### src/serial_link_param_pkg.sv
/*
 * Constants for the serial link parameter register bank: register offsets,
 * field positions, reset values and link defaults.
 * Assumes a 7-bit address space of 8-bit registers reached through the serial control port.
 */
package serial_link_param_pkg;

	// Register offsets
	localparam logic [6:0] OFS_LINK_PARAM_OVERRIDE_CTRL = 7'h27;
	localparam logic [6:0] OFS_SCRAMBLER_CTRL           = 7'h2B;
	localparam logic [6:0] OFS_FRAME_OCTETS_CFG         = 7'h2C;
	localparam logic [6:0] OFS_MULTIFRAME_FRAMES_CFG    = 7'h2D;
	localparam logic [6:0] OFS_LINK_SUBCLASS_CFG        = 7'h30;
	localparam logic [6:0] OFS_SYNC_LMFC_DRIVE_CTRL     = 7'h36;

	// Writable bits of each register; all others are reserved and read zero
	localparam logic [7:0] MASK_LINK_PARAM_OVERRIDE_CTRL = 8'h03;
	localparam logic [7:0] MASK_SCRAMBLER_CTRL           = 8'h80;
	localparam logic [7:0] MASK_FRAME_OCTETS_CFG         = 8'h01;
	localparam logic [7:0] MASK_MULTIFRAME_FRAMES_CFG    = 8'h1F;
	localparam logic [7:0] MASK_LINK_SUBCLASS_CFG        = 8'hE0;
	localparam logic [7:0] MASK_SYNC_LMFC_DRIVE_CTRL     = 8'hCF;

	// Reset values
	localparam logic [7:0] RST_LINK_PARAM_OVERRIDE_CTRL = 8'h00;
	localparam logic [7:0] RST_SCRAMBLER_CTRL           = 8'h00;
	localparam logic [7:0] RST_FRAME_OCTETS_CFG         = 8'h00;
	localparam logic [7:0] RST_MULTIFRAME_FRAMES_CFG    = 8'h00;
	localparam logic [7:0] RST_LINK_SUBCLASS_CFG        = 8'h40;
	localparam logic [7:0] RST_SYNC_LMFC_DRIVE_CTRL     = 8'h00;

	// Field positions
	localparam int BIT_CTRL_F          = 0;
	localparam int BIT_CTRL_K          = 1;
	localparam int BIT_SCRAMBLE_EN     = 7;
	localparam int BIT_OCTETS_PER_FRM  = 0;
	localparam int POS_K_LSB           = 0;
	localparam int POS_SUBCLASS_LSB    = 5;
	localparam int BIT_SYNC_REQ        = 7;
	localparam int BIT_LMFC_RST_IGNORE = 6;
	localparam int POS_DRIVE_LSB       = 0;

	// Lane modes and link defaults
	typedef enum logic {LANE_TWO_PER_CONV = 1'b0, LANE_ONE_PER_CONV = 1'b1} lane_mode_t;
	localparam logic [4:0] K_DEFAULT_TWO_LANE = 5'h10;
	localparam logic [4:0] K_DEFAULT_ONE_LANE = 5'h08;
	localparam logic [1:0] F_TWO_LANE         = 2'h1;
	localparam logic [1:0] F_ONE_LANE         = 2'h2;

	// Subclass codes
	localparam logic [2:0] SUBCLASS_0 = 3'h0;
	localparam logic [2:0] SUBCLASS_1 = 3'h1;
	localparam logic [2:0] SUBCLASS_2 = 3'h2;

	// Serial control word: read flag, 7-bit address, 8-bit data
	localparam int          SPI_WORD_BITS = 16;
	localparam int          SPI_CMD_BITS  = 8;
	localparam logic [4:0]  SPI_CMD_LAST  = 5'h07;
	localparam logic [4:0]  SPI_WORD_LAST = 5'h0F;
	localparam logic [4:0]  SPI_DONE      = 5'h10;

	// Scrambler polynomial 1 + x^14 + x^15
	localparam int SCR_LEN = 15;
	localparam int SCR_TAP = 14;

endpackage

### src/serial_ctrl_port.sv
/*
 * Serial control port slave: 16-bit words, MSB first, sampled on the rising
 * serial clock edge; first bit high means read, then 7 address bits, then data.
 * Assumes the serial pins are synchronous to core_clk and change slower than it.
 */
`timescale 1ns/1ps
module serial_ctrl_port
(
	// Clock and reset
	input  wire logic       core_clk,
	input  wire logic       rst,
	// Serial pins
	input  wire logic       serEnN,
	input  wire logic       serClk,
	input  wire logic       serDataIn,
	output logic            serDataOut,
	output logic            serDataOutEn,
	// Register access
	output logic [6:0]      regAddr,
	output logic [7:0]      regWrData,
	output logic            regWrStrobe,
	input  wire logic [7:0] regRdData
);
	import serial_link_param_pkg::*;

	logic [15:0] shiftIn_reg, shiftIn_next;
	logic [7:0]  shiftOut_reg, shiftOut_next;
	logic [4:0]  bitCnt_reg, bitCnt_next;
	logic        isRead_reg, isRead_next;
	logic [6:0]  addr_reg, addr_next;
	logic [7:0]  wrData_reg, wrData_next;
	logic        wrStrobe_reg, wrStrobe_next;
	logic        sclkPrev_reg;
	logic        sclkRise;
	logic        sclkFall;

	assign sclkRise = serClk & ~sclkPrev_reg;
	assign sclkFall = ~serClk & sclkPrev_reg;

	always_comb
	begin
		shiftIn_next  = shiftIn_reg;
		shiftOut_next = shiftOut_reg;
		bitCnt_next   = bitCnt_reg;
		isRead_next   = isRead_reg;
		addr_next     = addr_reg;
		wrData_next   = wrData_reg;
		wrStrobe_next = 1'b0;
		if (serEnN)
		begin
			bitCnt_next = '0;
			isRead_next = 1'b0;
		end
		else if (sclkRise && bitCnt_reg != SPI_DONE)
		begin
			shiftIn_next = {shiftIn_reg[14:0], serDataIn};
			bitCnt_next  = bitCnt_reg + 5'h01;
			if (bitCnt_reg == SPI_CMD_LAST)
			begin
				isRead_next = shiftIn_reg[6];
				addr_next   = {shiftIn_reg[5:0], serDataIn};
			end
			// Writes commit only on a complete word
			if (bitCnt_reg == SPI_WORD_LAST && !isRead_reg)
			begin
				wrData_next   = {shiftIn_reg[6:0], serDataIn};
				wrStrobe_next = 1'b1;
			end
		end
		else if (sclkFall && isRead_reg)
		begin
			if (bitCnt_reg == SPI_CMD_LAST + 5'h01)
				shiftOut_next = regRdData;
			else
				shiftOut_next = {shiftOut_reg[6:0], 1'b0};
		end
	end

	always_ff @(posedge core_clk or posedge rst)
	begin
		if (rst)
		begin
			shiftIn_reg  <= '0;
			shiftOut_reg <= '0;
			bitCnt_reg   <= '0;
			isRead_reg   <= 1'b0;
			addr_reg     <= '0;
			wrData_reg   <= '0;
			wrStrobe_reg <= 1'b0;
			sclkPrev_reg <= 1'b0;
		end
		else
		begin
			shiftIn_reg  <= shiftIn_next;
			shiftOut_reg <= shiftOut_next;
			bitCnt_reg   <= bitCnt_next;
			isRead_reg   <= isRead_next;
			addr_reg     <= addr_next;
			wrData_reg   <= wrData_next;
			wrStrobe_reg <= wrStrobe_next;
			sclkPrev_reg <= serClk;
		end
	end

	assign serDataOut   = shiftOut_reg[7];
	assign serDataOutEn = isRead_reg & ~serEnN;
	assign regAddr      = addr_reg;
	assign regWrData    = wrData_reg;
	assign regWrStrobe  = wrStrobe_reg;

endmodule // serial_ctrl_port

### src/serial_link_param_regs.sv
/*
 * Serial link parameter register bank with the link logic it steers:
 * frame and multiframe sizing, scrambler, LMFC counter and sync request.
 * Assumes octets arrive one per cycle when valid, and the link sync and
 * system reference inputs are synchronous to core_clk.
 */
// Contract
// - K override bit set uses programmed K, else default K.
// - F override bit set takes F from octets register, else default.
// - Payload is scrambled only while scramble enable is set.
// - Octets-per-frame bit 0 selects two-lane mode, 1 one-lane mode.
// - Default K is 16 in two-lane mode and 8 in one-lane mode.
// - Subclass codes 000, 001, 010 select subclass 0, 1, 2.
// - Software sync-request bit acts as a link synchronization request.
// - LMFC reset ignore bit makes link logic ignore LMFC reset events.
// - F is 1 in two-lane mode and 2 in one-lane mode.
// - System reference event clears LMFC counter unless ignore bit set.
`timescale 1ns/1ps
module serial_link_param_regs
(
	// Clock and reset
	input  wire logic       core_clk,
	input  wire logic       rst,
	// Serial control port
	input  wire logic       serEnN,
	input  wire logic       serClk,
	input  wire logic       serDataIn,
	output logic            serDataOut,
	output logic            serDataOutEn,
	// Octet stream
	input  wire logic [7:0] octetIn,
	input  wire logic       octetInValid,
	output logic [7:0]      octetOut,
	output logic            octetOutValid,
	// Link timing
	input  wire logic       linkSyncN,
	input  wire logic       sysrefPulse,
	output logic            syncRequest,
	output logic [4:0]      lmfcCount,
	output logic            lmfcBoundary,
	output logic            frameBoundary,
	// Effective configuration
	output serial_link_param_pkg::lane_mode_t laneMode,
	output logic [1:0]      octetsPerFrame,
	output logic [4:0]      framesPerMultiframe,
	output logic            scrambleOn,
	output logic [2:0]      subclass,
	output logic            multiframe_clk_reset_ignore,
	output logic [3:0]      driveCurrentSel
);
	import serial_link_param_pkg::*;

	// Writable bits of the register at an address, zero when unmapped
	function automatic logic [7:0] writeMask(input logic [6:0] addr);
		case (addr)
			OFS_LINK_PARAM_OVERRIDE_CTRL: writeMask = MASK_LINK_PARAM_OVERRIDE_CTRL;
			OFS_SCRAMBLER_CTRL:           writeMask = MASK_SCRAMBLER_CTRL;
			OFS_FRAME_OCTETS_CFG:         writeMask = MASK_FRAME_OCTETS_CFG;
			OFS_MULTIFRAME_FRAMES_CFG:    writeMask = MASK_MULTIFRAME_FRAMES_CFG;
			OFS_LINK_SUBCLASS_CFG:        writeMask = MASK_LINK_SUBCLASS_CFG;
			OFS_SYNC_LMFC_DRIVE_CTRL:     writeMask = MASK_SYNC_LMFC_DRIVE_CTRL;
			default:                      writeMask = 8'h00;
		endcase
	endfunction

	logic [6:0] regAddr;
	logic [7:0] regWrData;
	logic       regWrStrobe;
	logic [7:0] regRdData;
	logic [7:0] wrValue;

	serial_ctrl_port u_ctrl_port
	(
		.core_clk     (core_clk),
		.rst          (rst),
		.serEnN       (serEnN),
		.serClk       (serClk),
		.serDataIn    (serDataIn),
		.serDataOut   (serDataOut),
		.serDataOutEn (serDataOutEn),
		.regAddr      (regAddr),
		.regWrData    (regWrData),
		.regWrStrobe  (regWrStrobe),
		.regRdData    (regRdData)
	);

	// Register bank
	logic [7:0] overrideCtrl_reg, overrideCtrl_next;
	logic [7:0] scramblerCtrl_reg, scramblerCtrl_next;
	logic [7:0] frameOctets_reg, frameOctets_next;
	logic [7:0] multiframeFrames_reg, multiframeFrames_next;
	logic [7:0] subclassCfg_reg, subclassCfg_next;
	logic [7:0] syncLmfcDrive_reg, syncLmfcDrive_next;

	// Reserved bits are dropped on write so they always read zero
	assign wrValue = regWrData & writeMask(regAddr);

	always_comb
	begin
		overrideCtrl_next     = overrideCtrl_reg;
		scramblerCtrl_next    = scramblerCtrl_reg;
		frameOctets_next      = frameOctets_reg;
		multiframeFrames_next = multiframeFrames_reg;
		subclassCfg_next      = subclassCfg_reg;
		syncLmfcDrive_next    = syncLmfcDrive_reg;
		if (regWrStrobe)
		begin
			case (regAddr)
				OFS_LINK_PARAM_OVERRIDE_CTRL: overrideCtrl_next     = wrValue;
				OFS_SCRAMBLER_CTRL:           scramblerCtrl_next    = wrValue;
				OFS_FRAME_OCTETS_CFG:         frameOctets_next      = wrValue;
				OFS_MULTIFRAME_FRAMES_CFG:    multiframeFrames_next = wrValue;
				OFS_LINK_SUBCLASS_CFG:        subclassCfg_next      = wrValue;
				OFS_SYNC_LMFC_DRIVE_CTRL:     syncLmfcDrive_next    = wrValue;
				default:                      ;
			endcase
		end
	end

	always_ff @(posedge core_clk or posedge rst)
	begin
		if (rst)
		begin
			overrideCtrl_reg     <= RST_LINK_PARAM_OVERRIDE_CTRL;
			scramblerCtrl_reg    <= RST_SCRAMBLER_CTRL;
			frameOctets_reg      <= RST_FRAME_OCTETS_CFG;
			multiframeFrames_reg <= RST_MULTIFRAME_FRAMES_CFG;
			subclassCfg_reg      <= RST_LINK_SUBCLASS_CFG;
			syncLmfcDrive_reg    <= RST_SYNC_LMFC_DRIVE_CTRL;
		end
		else
		begin
			overrideCtrl_reg     <= overrideCtrl_next;
			scramblerCtrl_reg    <= scramblerCtrl_next;
			frameOctets_reg      <= frameOctets_next;
			multiframeFrames_reg <= multiframeFrames_next;
			subclassCfg_reg      <= subclassCfg_next;
			syncLmfcDrive_reg    <= syncLmfcDrive_next;
		end
	end

	// Read mux; unmapped addresses read zero
	always_comb
	begin
		case (regAddr)
			OFS_LINK_PARAM_OVERRIDE_CTRL: regRdData = overrideCtrl_reg;
			OFS_SCRAMBLER_CTRL:           regRdData = scramblerCtrl_reg;
			OFS_FRAME_OCTETS_CFG:         regRdData = frameOctets_reg;
			OFS_MULTIFRAME_FRAMES_CFG:    regRdData = multiframeFrames_reg;
			OFS_LINK_SUBCLASS_CFG:        regRdData = subclassCfg_reg;
			OFS_SYNC_LMFC_DRIVE_CTRL:     regRdData = syncLmfcDrive_reg;
			default:                      regRdData = 8'h00;
		endcase
	end

	// Effective link parameters
	always_comb
	begin
		// F override selects the programmed lane mode
		// octets bit picks the lane mode
		if (overrideCtrl_reg[BIT_CTRL_F])
			laneMode = lane_mode_t'(frameOctets_reg[BIT_OCTETS_PER_FRM]);
		else
			laneMode = LANE_TWO_PER_CONV;
		// octets per frame from lane mode
		octetsPerFrame = (laneMode == LANE_ONE_PER_CONV) ? F_ONE_LANE : F_TWO_LANE;
		if (overrideCtrl_reg[BIT_CTRL_K])
			framesPerMultiframe = multiframeFrames_reg[POS_K_LSB +: 5];
		else if (laneMode == LANE_ONE_PER_CONV)
			framesPerMultiframe = K_DEFAULT_ONE_LANE;
		else
			framesPerMultiframe = K_DEFAULT_TWO_LANE;
	end

	// subclass code straight from the field
	assign subclass                    = subclassCfg_reg[POS_SUBCLASS_LSB +: 3];
	assign scrambleOn                  = scramblerCtrl_reg[BIT_SCRAMBLE_EN];
	assign multiframe_clk_reset_ignore = syncLmfcDrive_reg[BIT_LMFC_RST_IGNORE];
	assign driveCurrentSel             = syncLmfcDrive_reg[POS_DRIVE_LSB +: 4];
	// software bit merged with the link request
	assign syncRequest                 = syncLmfcDrive_reg[BIT_SYNC_REQ] | ~linkSyncN;

	// Frame and multiframe counters
	logic       octetPos_reg, octetPos_next;
	logic [4:0] lmfcCount_reg, lmfcCount_next;
	logic       frameEnd_reg, frameEnd_next;
	logic       lmfcWrap_reg, lmfcWrap_next;
	logic       frameLast;

	assign frameLast = (octetsPerFrame == F_TWO_LANE) | octetPos_reg;

	always_comb
	begin
		octetPos_next  = octetPos_reg;
		lmfcCount_next = lmfcCount_reg;
		frameEnd_next  = 1'b0;
		lmfcWrap_next  = 1'b0;
		if (octetInValid)
		begin
			octetPos_next = ~frameLast;
			if (frameLast)
			begin
				frameEnd_next = 1'b1;
				// Wrap after count K - 1, so K frames per multiframe; K of zero or one is never programmed
				// K range kept by software
				if (lmfcCount_reg >= framesPerMultiframe - 5'h01)
				begin
					lmfcCount_next = '0;
					lmfcWrap_next  = 1'b1;
				end
				else
					lmfcCount_next = lmfcCount_reg + 5'h01;
			end
		end
		if (sysrefPulse && !multiframe_clk_reset_ignore)
		begin
			lmfcCount_next = '0;
			octetPos_next  = 1'b0;
		end
	end

	always_ff @(posedge core_clk or posedge rst)
	begin
		if (rst)
		begin
			octetPos_reg  <= 1'b0;
			lmfcCount_reg <= '0;
			frameEnd_reg  <= 1'b0;
			lmfcWrap_reg  <= 1'b0;
		end
		else
		begin
			octetPos_reg  <= octetPos_next;
			lmfcCount_reg <= lmfcCount_next;
			frameEnd_reg  <= frameEnd_next;
			lmfcWrap_reg  <= lmfcWrap_next;
		end
	end

	assign lmfcCount     = lmfcCount_reg;
	assign frameBoundary = frameEnd_reg;
	assign lmfcBoundary  = lmfcWrap_reg;

	// Self-synchronous scrambler, MSB of each octet first
	logic [SCR_LEN-1:0] scrState_reg, scrState_next;
	logic [7:0]         octetOut_reg, octetOut_next;
	logic               octetOutValid_reg, octetOutValid_next;

	always_comb
	begin
		logic [SCR_LEN-1:0] st;
		logic [7:0]         scr;
		logic               b;
		st  = scrState_reg;
		scr = '0;
		b   = 1'b0;
		for (int i = 7; i >= 0; i--)
		begin
			b      = octetIn[i] ^ st[SCR_TAP-1] ^ st[SCR_LEN-1];
			scr[i] = b;
			st     = {st[SCR_LEN-2:0], b};
		end
		scrState_next      = scrState_reg;
		octetOut_next      = octetOut_reg;
		octetOutValid_next = octetInValid;
		if (octetInValid)
		begin
			if (scrambleOn)
			begin
				octetOut_next = scr;
				scrState_next = st;
			end
			else
			begin
				octetOut_next = octetIn;
				scrState_next = '0;
			end
		end
	end

	always_ff @(posedge core_clk or posedge rst)
	begin
		if (rst)
		begin
			scrState_reg      <= '0;
			octetOut_reg      <= '0;
			octetOutValid_reg <= 1'b0;
		end
		else
		begin
			scrState_reg      <= scrState_next;
			octetOut_reg      <= octetOut_next;
			octetOutValid_reg <= octetOutValid_next;
		end
	end

	assign octetOut      = octetOut_reg;
	assign octetOutValid = octetOutValid_reg;

endmodule // serial_link_param_regs

### config.mk
export PLATFORM = sky130hd
export DESIGN_NAME = serial_link_param_regs
export DESIGN_NICKNAME = d
export VERILOG_FILES = /design/src/serial_link_param_pkg.sv /design/src/serial_ctrl_port.sv /design/src/serial_link_param_regs.sv
export SDC_FILE = /design/constraint.sdc
export NUM_CORES = 1
export LEC_CHECK = 0
export BUFFER_PORTS_ARGS = -buffer_cell sky130_fd_sc_hd__buf_2
export CORE_ASPECT_RATIO = 1.1
export CORE_UTILIZATION = 43
export CTS_CLUSTER_SIZE = 20
export DETAILED_ROUTE_END_ITERATION = 12
export GPL_TIMING_DRIVEN = 0
export PLACE_DENSITY = 0.61
export SYNTH_ARGS = -nofsm -noshare
export SYNTH_HDL_FRONTEND = slang
export SYNTH_SLANG_ARGS = --single-unit
### constraint.sdc
create_clock -name core_clk -period 5.73 [get_ports core_clk]
set_clock_uncertainty 0.15 [all_clocks]
set_input_delay 1.146 -clock core_clk [delete_from_list [all_inputs] [get_ports core_clk]]
set_output_delay 1.146 -clock core_clk [all_outputs]
set_load 0.05 [all_outputs]
==> results.toml, run 1 <==
[run_status]
status = "finished clean"

[run]
cap_violations = 0

[synthesis]
synth.net_count = 510
yosysTopAreaCell = "dfrtp_1"
synth.top_cells.by_area = "dfrtp_1 (53%), mux2_2 (5.1%), mux2_4 (4.1%), xor2_1 (3.2%), and2_1 (3.1%)"
async_flop_share = 1.00
syn-cell-area_mm2 = 0.00552
ys.flop_type = "dfrtp_1"
syn_area_per_cell_um2 = 11.4
syn_inst = 484
yosysSeqAreaShare = 0.535
ys_ff_latch = 118
synth_cell_types = 54
synth_top_area_share = 0.531
yosysWarningCount = 0
synth-edff-count = 0

[final_layout]
largest_register_ffs = 15
layout_common_cells = "dfrtp_1 (117), buf_2 (55), nor2_1 (33)"
layout-drive-gt1-share = 0.256
finalNetCount = 581
final_common_cell = "dfrtp_1"
nFillCells = 1097
fin_area_mm2 = 0.00660
num_antenna_cells = 0
utilization = 0.526
syn_to_final_growth_pct = 19.6

[grt]
grt_remaining_overflow = 0
grt_antenna_before_repair = 0
grt_pass1_vias = 3912
grt_pass1_wl_mm = 19.6
track_usage = 0.197
grt_max_degree = 63

[place]
place_congestion = 0.848
io_buffers = 51
dpl_cell_area_mm2 = 0.00600
hpwl_mm = 8.20
pre_cts_slack_ps = 2570

[sta]
worstMarginPinSlew_ps = 652
rsz0062_at_grt = "no"
setup-violations-final = 0
relSlewSlack = 0.561
fin_crit_sh = 0.548
drv_slew = 0
hold_viol = 0
setup_slack_ps = 2590
period_needed_ps = 3140
fmax_mhz = 318

[worst_setup_path]
endpoint_kind = "primary output"
regToRegStartpoint = "overrideCtrl_reg[1]"
critPathLaunchType = "input pin"
path_class = "input pin to primary output"
crit_arrival_ps = 1850
critical_path_peak_fanout = 8
startpoint = "serEnN"
crit_required_ps = 4430

[pwr]
p_seq_frac = 0.427
power_frac_comb = 0.058
ir_drop_mv = 0.232
clockPowerShare = 0.515
p_switching_uw = 467
leakagePower_uw = 0.00321
p_per_area_mw_per_mm2 = 316
p_sw_frac = 0.224
intPower_uw = 1620

[min_path]
hold_class = "register to register"
hold_start = "octetPos_reg"

[route]
finalWirelength_mm = 11.9
post_drt_via_cell_ratio = 5.29
drc_errors = 0
drtIter0Drc = 238
drt_pass1_iterations = 4
wire_per_inst_um = 16.4
detail-route-antenna-nets = 0
vias = 3822

[floorplan]
initial_core_util = 0.440
core_area_mm2 = 0.0125
die_h_um = 121
fp-row-count = 43
die_w_um = 110
die_area_mm2 = 0.0133
io_pins = 52

[clocking]
cts_setup_buffers = 0
clock_sink_count = 118
ctsHoldBuffers = 0
tritoncts = "done"
clk_latency_ps = 410
clkTransAtPathRegs_ps = 60
htree_levels = 4
cts_buffer_depth = 2
post_cts_resized = 0
cts_buffers = 17
cts-root-buf = "clkbuf_16"
[kinds of logic after synthesis]
logic type / count (synthesis) / share of synthesized area
adder cells (fa/ha/maj): 10 / 0.0227
multiplexers: 42 / 0.0955
flip-flops: 118 / 0.535
AO/OA/AOI/OAI: 87 / 0.108
XOR/XNOR: 31 / 0.0492
AND/OR/NAND/NOR: 138 / 0.137
buffers and inverters: 58 / 0.0517
[final timing paths]
check                      slack (ps)  depth (start not counted)                    endpoint
min in group asynchronous         630                          2  u_ctrl_port.shiftIn_reg[3]
min                               330                          1                octetPos_reg
max                              2590                          3                serDataOutEn
max in group asynchronous        4090                          3          subclassCfg_reg[6]
max reg2reg                      2800                         12                lmfcCount[4]
min reg2reg                       330                          1                octetPos_reg
[critical path, stage by stage]
cell and delay (ps):
buf_2 160, nor2b_1 230, buf_2 310
[layer usage]
metal / vias up / global-route usage / wire, µm
met5: - / 0 / 0
met4: 0 / 0.0925 / 257
met3: 19 / 0.0453 / 442
met2: 91 / 0.305 / 5620
met1: 1891 / 0.260 / 5570
li1: 1821 / - / -
[power by group through the flow]
stage	sequential, µW	clock [µW]	combinational, µW
after floorplan	924	0	62.9
after detailed placement	908	0	123
final	893	1080	120
after global routing	898	1130	132
after CTS	894	1090	123
after global placement	906	0	116
[cell type report]
class / count / area (µm²) / share of cell area
Buffer: 29 / 176 / 0.0267
Tap cell: 157 / 196 / 0.0298
Inverter: 29 / 114 / 0.0173
Multi-Input combinational cell: 308 / 2280 / 0.345
Sequential cell: 118 / 2950 / 0.448
Clock buffer: 22 / 474 / 0.0719
Timing Repair Buffer: 52 / 283 / 0.0429
Clock inverter: 8 / 124 / 0.0188
[per-stage QoR]
stage	TNS, ps	instances	hold WS (ps)	total power (µW)
finish	0	723	327	2090
global route	0	723	347	2160
CTS	0	723	325	2100
detailed placement	0	693	313	1030
global placement	-3130	692	307	1020
floorplan	0	484	296	987
[Yosys cell counts, drive strengths merged (13+ instances only)]
| cell type | number |
|---|---|
| nor2 | 34 |
| mux2 | 40 |
| nor2b | 13 |
| clkbuf | 14 |
| nand2 | 26 |
| and2 | 27 |
| xor2 | 20 |
| dfrtp | 117 |
| o22ai | 19 |
| a21oi | 16 |
| a22o | 18 |
| buf | 15 |
| inv | 29 |
(Power assumes the default switching activity.)
==> run 2, diff against run 1 <==
--- a/config.mk
+++ b/config.mk
@@ -5,13 +5,14 @@
 export SDC_FILE = /design/constraint.sdc
 export NUM_CORES = 1
 export LEC_CHECK = 0
+export ABC_AREA = 1
 export BUFFER_PORTS_ARGS = -buffer_cell sky130_fd_sc_hd__buf_2
 export CORE_ASPECT_RATIO = 1.1
 export CORE_UTILIZATION = 43
 export CTS_CLUSTER_SIZE = 20
 export DETAILED_ROUTE_END_ITERATION = 12
 export GPL_TIMING_DRIVEN = 0
-export PLACE_DENSITY = 0.61
+export PLACE_DENSITY = 0.63
 export SYNTH_ARGS = -nofsm -noshare
 export SYNTH_HDL_FRONTEND = slang
 export SYNTH_SLANG_ARGS = --single-unit
==> constraint.sdc (replaced) <==
create_clock -name core_clk -period 2.7 [get_ports core_clk]
set_clock_uncertainty 0.15 [all_clocks]
set_input_delay 0.54 -clock core_clk [delete_from_list [all_inputs] [get_ports core_clk]]
set_output_delay 0.54 -clock core_clk [all_outputs]
set_load 0.05 [all_outputs]
==> results.toml, run 2 <==
[synthesis]
syn_area_per_cell_um2 = 8.21
async_flop_share = 1.00
synth.most_common_cell = "nand2_1"
yosysSeqAreaShare = 0.512
syn_inst = 703
synth_cell_types = 29
synth_top_cells_by_count = "nand2_1 (188), dfrtp_1 (117), inv_1 (99)"
synth.top_cells.by_area = "dfrtp_1 (51%), nand2_1 (12%), inv_1 (6.4%), nand3_1 (5.5%), nor2_1 (4.7%)"
ys_ff_latch = 118
synth.net_count = 729
synth_top_area_share = 0.507
yosysWarningCount = 0
ys.flop_type = "dfrtp_1"
synth-edff-count = 0
yosysTopAreaCell = "dfrtp_1"
syn-cell-area_mm2 = 0.00577

[sta]
setup_slack_ps = 312
fin_crit_sh = 0.885
rsz0062_at_grt = "no"
hold_ws_ps = 95.4
drv_slew = 0
period_needed_ps = 2390
setup_tns_ps = 0
relSlewSlack = 0.646
worstMarginPinSlew_ps = 531
fmax_mhz = 419
hold_viol = 0
setup-violations-final = 0

[worst_setup_path]
rr_endpoint = "lmfcCount[1]"
regToRegStartpoint = "overrideCtrl_reg[0]"
crit_arrival_ps = 2540
reg2regPathDepth = 12
critPathLaunchType = "register"
regToRegSetupSlack_ps = 310
endpoint_kind = "register"
startpoint = "overrideCtrl_reg[0]"
path_class = "register to register"
critical_path_peak_fanout = 5
crit_required_ps = 2850

[grt]
track_usage = 0.207
grt_max_degree = 41
grt_remaining_overflow = 0
grt_antenna_before_repair = 0
grt_pass1_wl_mm = 21.8
grt_pass1_vias = 4518

[final_layout]
multi_input_area_mm2 = 0.00228
layout_common_cells = "nand2_1 (188), dfrtp_1 (117), inv_1 (98)"
finalNetCount = 803
layout-drive-gt1-share = 0.173
final_common_cell = "nand2_1"
final-seq-area_mm2 = 0.00295
syn_to_final_growth_pct = 18.2
num_antenna_cells = 0
finalNonFillerCells = 949
nFillCells = 1244
largest_register_ffs = 15

[clocking]
cts_buffer_depth = 2
cts_buffers = 17
htree_levels = 4
clk_latency_ps = 410
clock_sink_count = 118
cts-root-buf = "clkbuf_16"
clkTransAtPathRegs_ps = 50
tritoncts = "done"

[floorplan]
die_area_mm2 = 0.0139
io_pins = 52
core_area_mm2 = 0.0132
fp-row-count = 44
initial_core_util = 0.439
die_w_um = 112
die_h_um = 124

[route]
post_drt_via_cell_ratio = 4.87
finalWirelength_mm = 13.1
vias = 4617
detail-route-antenna-nets = 0
drc_errors = 0
wire_per_inst_um = 13.8
drtIter0Drc = 310
drt_pass1_iterations = 5

[pwr]
ir_drop_mv = 0.424
report.power.total_uw = 4070
leakagePower_uw = 0.00360
p_per_area_mw_per_mm2 = 596

[place]
place_congestion = 0.878
dp.cells = 918
io_buffers = 51
pre_cts_slack_ps = 204
hpwl_mm = 9.70

[min_path]
hold_end = "octetOutValid"
hold_start = "octetInValid"
hold_class = "input pin to register"
hold_depth = 1

[run]
cap_violations = 0

[run_status]
status = "finished clean"
run 2: changes by cell type after synthesis, sizes merged, moves of 13 or more:
cell	delta
a22o	-18
and2	-26
inv	+71
mux2	-40
nand2	+169
nand3	+57
nor2	+49
nor2b	-13
o21ai	+42
o22ai	-14
xor2	-13
run 2: critical path, cell delays in order (launching register included):
cell,delay (ps)
dfrtp_1,390
nand2_1,210
nand2_1,140
o21ai_2,120
nand3_1,110
xor2_1,160
ha_1,300
nand2_1,70
nor2_1,100
o21ai_0,120
and2_2,260
nand3_1,80
nand2_1,50
run 2: where the power goes:
group	internal (µW)	switching, µW	total, µW	leakage (µW)
sequential	1820	27.4	1840	0.00160
clock	1220	735	1960	0.000257
combinational	72.2	190	262	0.00174
total	3110	952	4070	0.00360
run 2: worst max-delay path by stage:
stage | endpoint | slack (ps) | depth (start not counted)
floorplan | lmfcCount[0] | 220 | 12
global placement | u_ctrl_port.shiftOut_reg[4] | -190 | 2
detailed placement | lmfcCount[1] | 200 | 11
CTS | lmfcCount[1] | 200 | 11
global route | lmfcCount[4] | 110 | 12
finish | lmfcCount[1] | 310 | 12
run 2: cell families after synthesis:
group                    Yosys count  share of synthesized area
flip-flops                       118                      0.512
XOR/XNOR                          21                     0.0319
AND/OR/NAND/NOR                  358                      0.272
buffers and inverters            127                     0.0947
AO/OA/AOI/OAI                     69                     0.0683
adder cells (fa/ha/maj)           10                     0.0217
run 2: cell type report:
cell class,count,share of cell area
buffer,25,0.0240
clock buffer,25,0.0712
clock inverter,5,0.00367
inverter,102,0.0567
multi-input combinational,458,0.334
sequential,118,0.433
tap,161,0.0295
timing repair buffer,55,0.0477
run 2: metal layers:
metal  track usage  vias to the layer above  part of all wire
li1              -                     2338                 -
met1         0.260                     2149              0.45
met2         0.345                      107              0.48
met3        0.0441                       23             0.045
met4        0.0942                        0             0.022
met5             0                        -                 0
run 2: metrics by stage:
step / util / cell area (µm²)
floorplan: - / 5780
global placement: 0.474 / 6240
detailed placement: 0.479 / 6300
CTS: 0.518 / 6820
global route: 0.519 / 6820
finish: 0.519 / 6820
run 2: repair_timing:
item	4_1_cts	5_1_grt
buffers inserted	0	0
hold buffers	1	0
endpoints found under the hold margin	18	0
setup endpoints to repair	0	4
resized for setup	0	3
==> run 3, diff against run 2 <==
--- a/config.mk
+++ b/config.mk
@@ -12,7 +12,7 @@
 export CTS_CLUSTER_SIZE = 20
 export DETAILED_ROUTE_END_ITERATION = 12
 export GPL_TIMING_DRIVEN = 0
-export PLACE_DENSITY = 0.63
+export PLACE_DENSITY = 0.65
 export SYNTH_ARGS = -nofsm -noshare
 export SYNTH_HDL_FRONTEND = slang
 export SYNTH_SLANG_ARGS = --single-unit
==> results.toml, run 3 (synthesis gave the netlist of run 2 again) <==
[run_status]
status = "finished clean"

[final_layout]
final-seq-area_mm2 = 0.00295
largest_register_ffs = 15
final_common_cell = "nand2_1"
multi_input_area_mm2 = 0.00228
utilization = 0.524
syn_to_final_growth_pct = 19.3
layout_common_cells = "nand2_1 (188), dfrtp_1 (117), inv_1 (98)"
num_antenna_cells = 0
nFillCells = 1235
finalNetCount = 802
layout-drive-gt1-share = 0.179
finalNonFillerCells = 950

[route]
finalWirelength_mm = 13.2
drtIter0Drc = 404
wire_per_inst_um = 13.9
post_drt_via_cell_ratio = 4.95
drt_pass1_iterations = 6
drc_errors = 0
vias = 4706
detail-route-antenna-nets = 0

[grt]
grt_max_degree = 39
track_usage = 0.210
grt_remaining_overflow = 0
grt_antenna_before_repair = 0
grt_pass1_vias = 4578
grt_pass1_wl_mm = 22.0

[place]
dp.cells = 918
pre_cts_slack_ps = 255
hpwl_mm = 9.55
place_congestion = 0.914
io_buffers = 51

[sta]
rsz0062_at_grt = "no"
worstMarginPinSlew_ps = 585
fin_crit_sh = 0.907
fmax_mhz = 408
relSlewSlack = 0.609
drv_slew = 0
period_needed_ps = 2450
setup_slack_ps = 250
hold_viol = 0
hold_ws_ps = 34.7
setup-violations-final = 0

[clocking]
cts_buffer_depth = 2
post_cts_resized = 0
clkTransAtPathRegs_ps = 60
cts_buffers = 17
clock_sink_count = 118
tritoncts = "done"
htree_levels = 4
ctsHoldBuffers = 0
cts-root-buf = "clkbuf_16"
clk_latency_ps = 420
cts_setup_buffers = 0

[pwr]
power_frac_comb = 0.060
p_switching_uw = 1070
clockPowerShare = 0.516
intPower_uw = 3270
ir_drop_mv = 0.480
p_per_area_mw_per_mm2 = 630
p_seq_frac = 0.424
leakagePower_uw = 0.00360
p_sw_frac = 0.246

[worst_setup_path]
critPathLaunchType = "register"
critical_path_peak_fanout = 5
crit_chain = "nand2_1 -> nand2_1 -> o21ai_0 -> nand3_1 -> xor2_1 -> ha_1 -> a21o_1 -> nor2_1 -> and2_1 -> nand3_1 -> nand2_1"
slowest_stage = "dfrtp_1"
max_stage_delay_ps = 410
endpoint_kind = "register"
cp_common_cell = "nand2_1"
crit_required_ps = 2910
path_class = "register to register"
crit_arrival_ps = 2660

[floorplan]
core_area_mm2 = 0.0132
fp-row-count = 44
io_pins = 52
die_w_um = 112
die_area_mm2 = 0.0139
die_h_um = 124
initial_core_util = 0.439

[run]
cap_violations = 0

[min_path]
hold_class = "input pin to async pin"
run 3: cell count changes in the layout (fill, tap and decap cells not counted), sizes merged:
cell	previous run	this run
clkinv	7	5
clkbuf	29	22
inv	99	101
clkinvlp	1	8
dlygate4sd3	1	0
bufinv	0	2
run 3: layout make-up:
class | count | share of cell area
plain buffers | 25 | 0.0238
clock buffers | 18 | 0.0637
flip-flops and latches | 118 | 0.429
well taps | 161 | 0.0292
repair buffers | 54 | 0.0458
multi-input cells | 458 | 0.330
clock inverters | 14 | 0.0222
inverters | 102 | 0.0561
run 3: worst max-delay path, delay by kind of cell (launching register included):
kind / cells / cell delay [ps]
adders and majority gates: 1 / 300
and+or+nand+nor: 7 / 1010
AOI/OAI and AO/OA: 2 / 360
xor gates and xnor gates: 1 / 170
DFF: 1 / 410
run 3: path summary, 6_finish.rpt:
| check | start | endpoint | slack, ps | cells after the start |
|---|---|---|---|---|
| setup / recovery | frameOctets_reg[0] | lmfcCount[0] | 250 | 11 |
| hold / removal | rst | u_ctrl_port.regWrData[5] | 30 | 2 |
| setup reg to reg | frameOctets_reg[0] | lmfcCount[0] | 250 | 11 |
| hold reg to reg | scramblerCtrl_reg[1] | scramblerCtrl_reg[1] | 310 | 2 |
| max in group asynchronous | rst | u_ctrl_port.shiftOut_reg[2] | 1580 | 4 |
| min in group core_clk | serClk | u_ctrl_port.sclkPrev_reg | 90 | 1 |
run 3: metrics by stage:
stage               cell area (µm²)  TNS, ps  total power (µW)
floorplan                      5780        0              2050
global placement               6240   -21410              2120
detailed placement             6300        0              2140
CTS                            6890        0              4380
global route                   6890        0              4490
finish                         6890        0              4340
run 3: power groups by stage:
stage	combinational, µW	clock, µW	sequential [µW]
3_3_place_gp	248	0	1870
4_1_cts	264	2280	1840
2_1_floorplan	129	0	1920
5_1_grt	289	2350	1850
6_report	260	2240	1840
3_5_place_dp	263	0	1870
run 3: layer usage:
metal	track usage	vias to the layer above	share of wire
met3	0.0500	31	0.042
met2	0.346	111	0.48
met1	0.258	2219	0.45
li1	-	2345	-
met4	0.115	0	0.032
met5	0	-	0
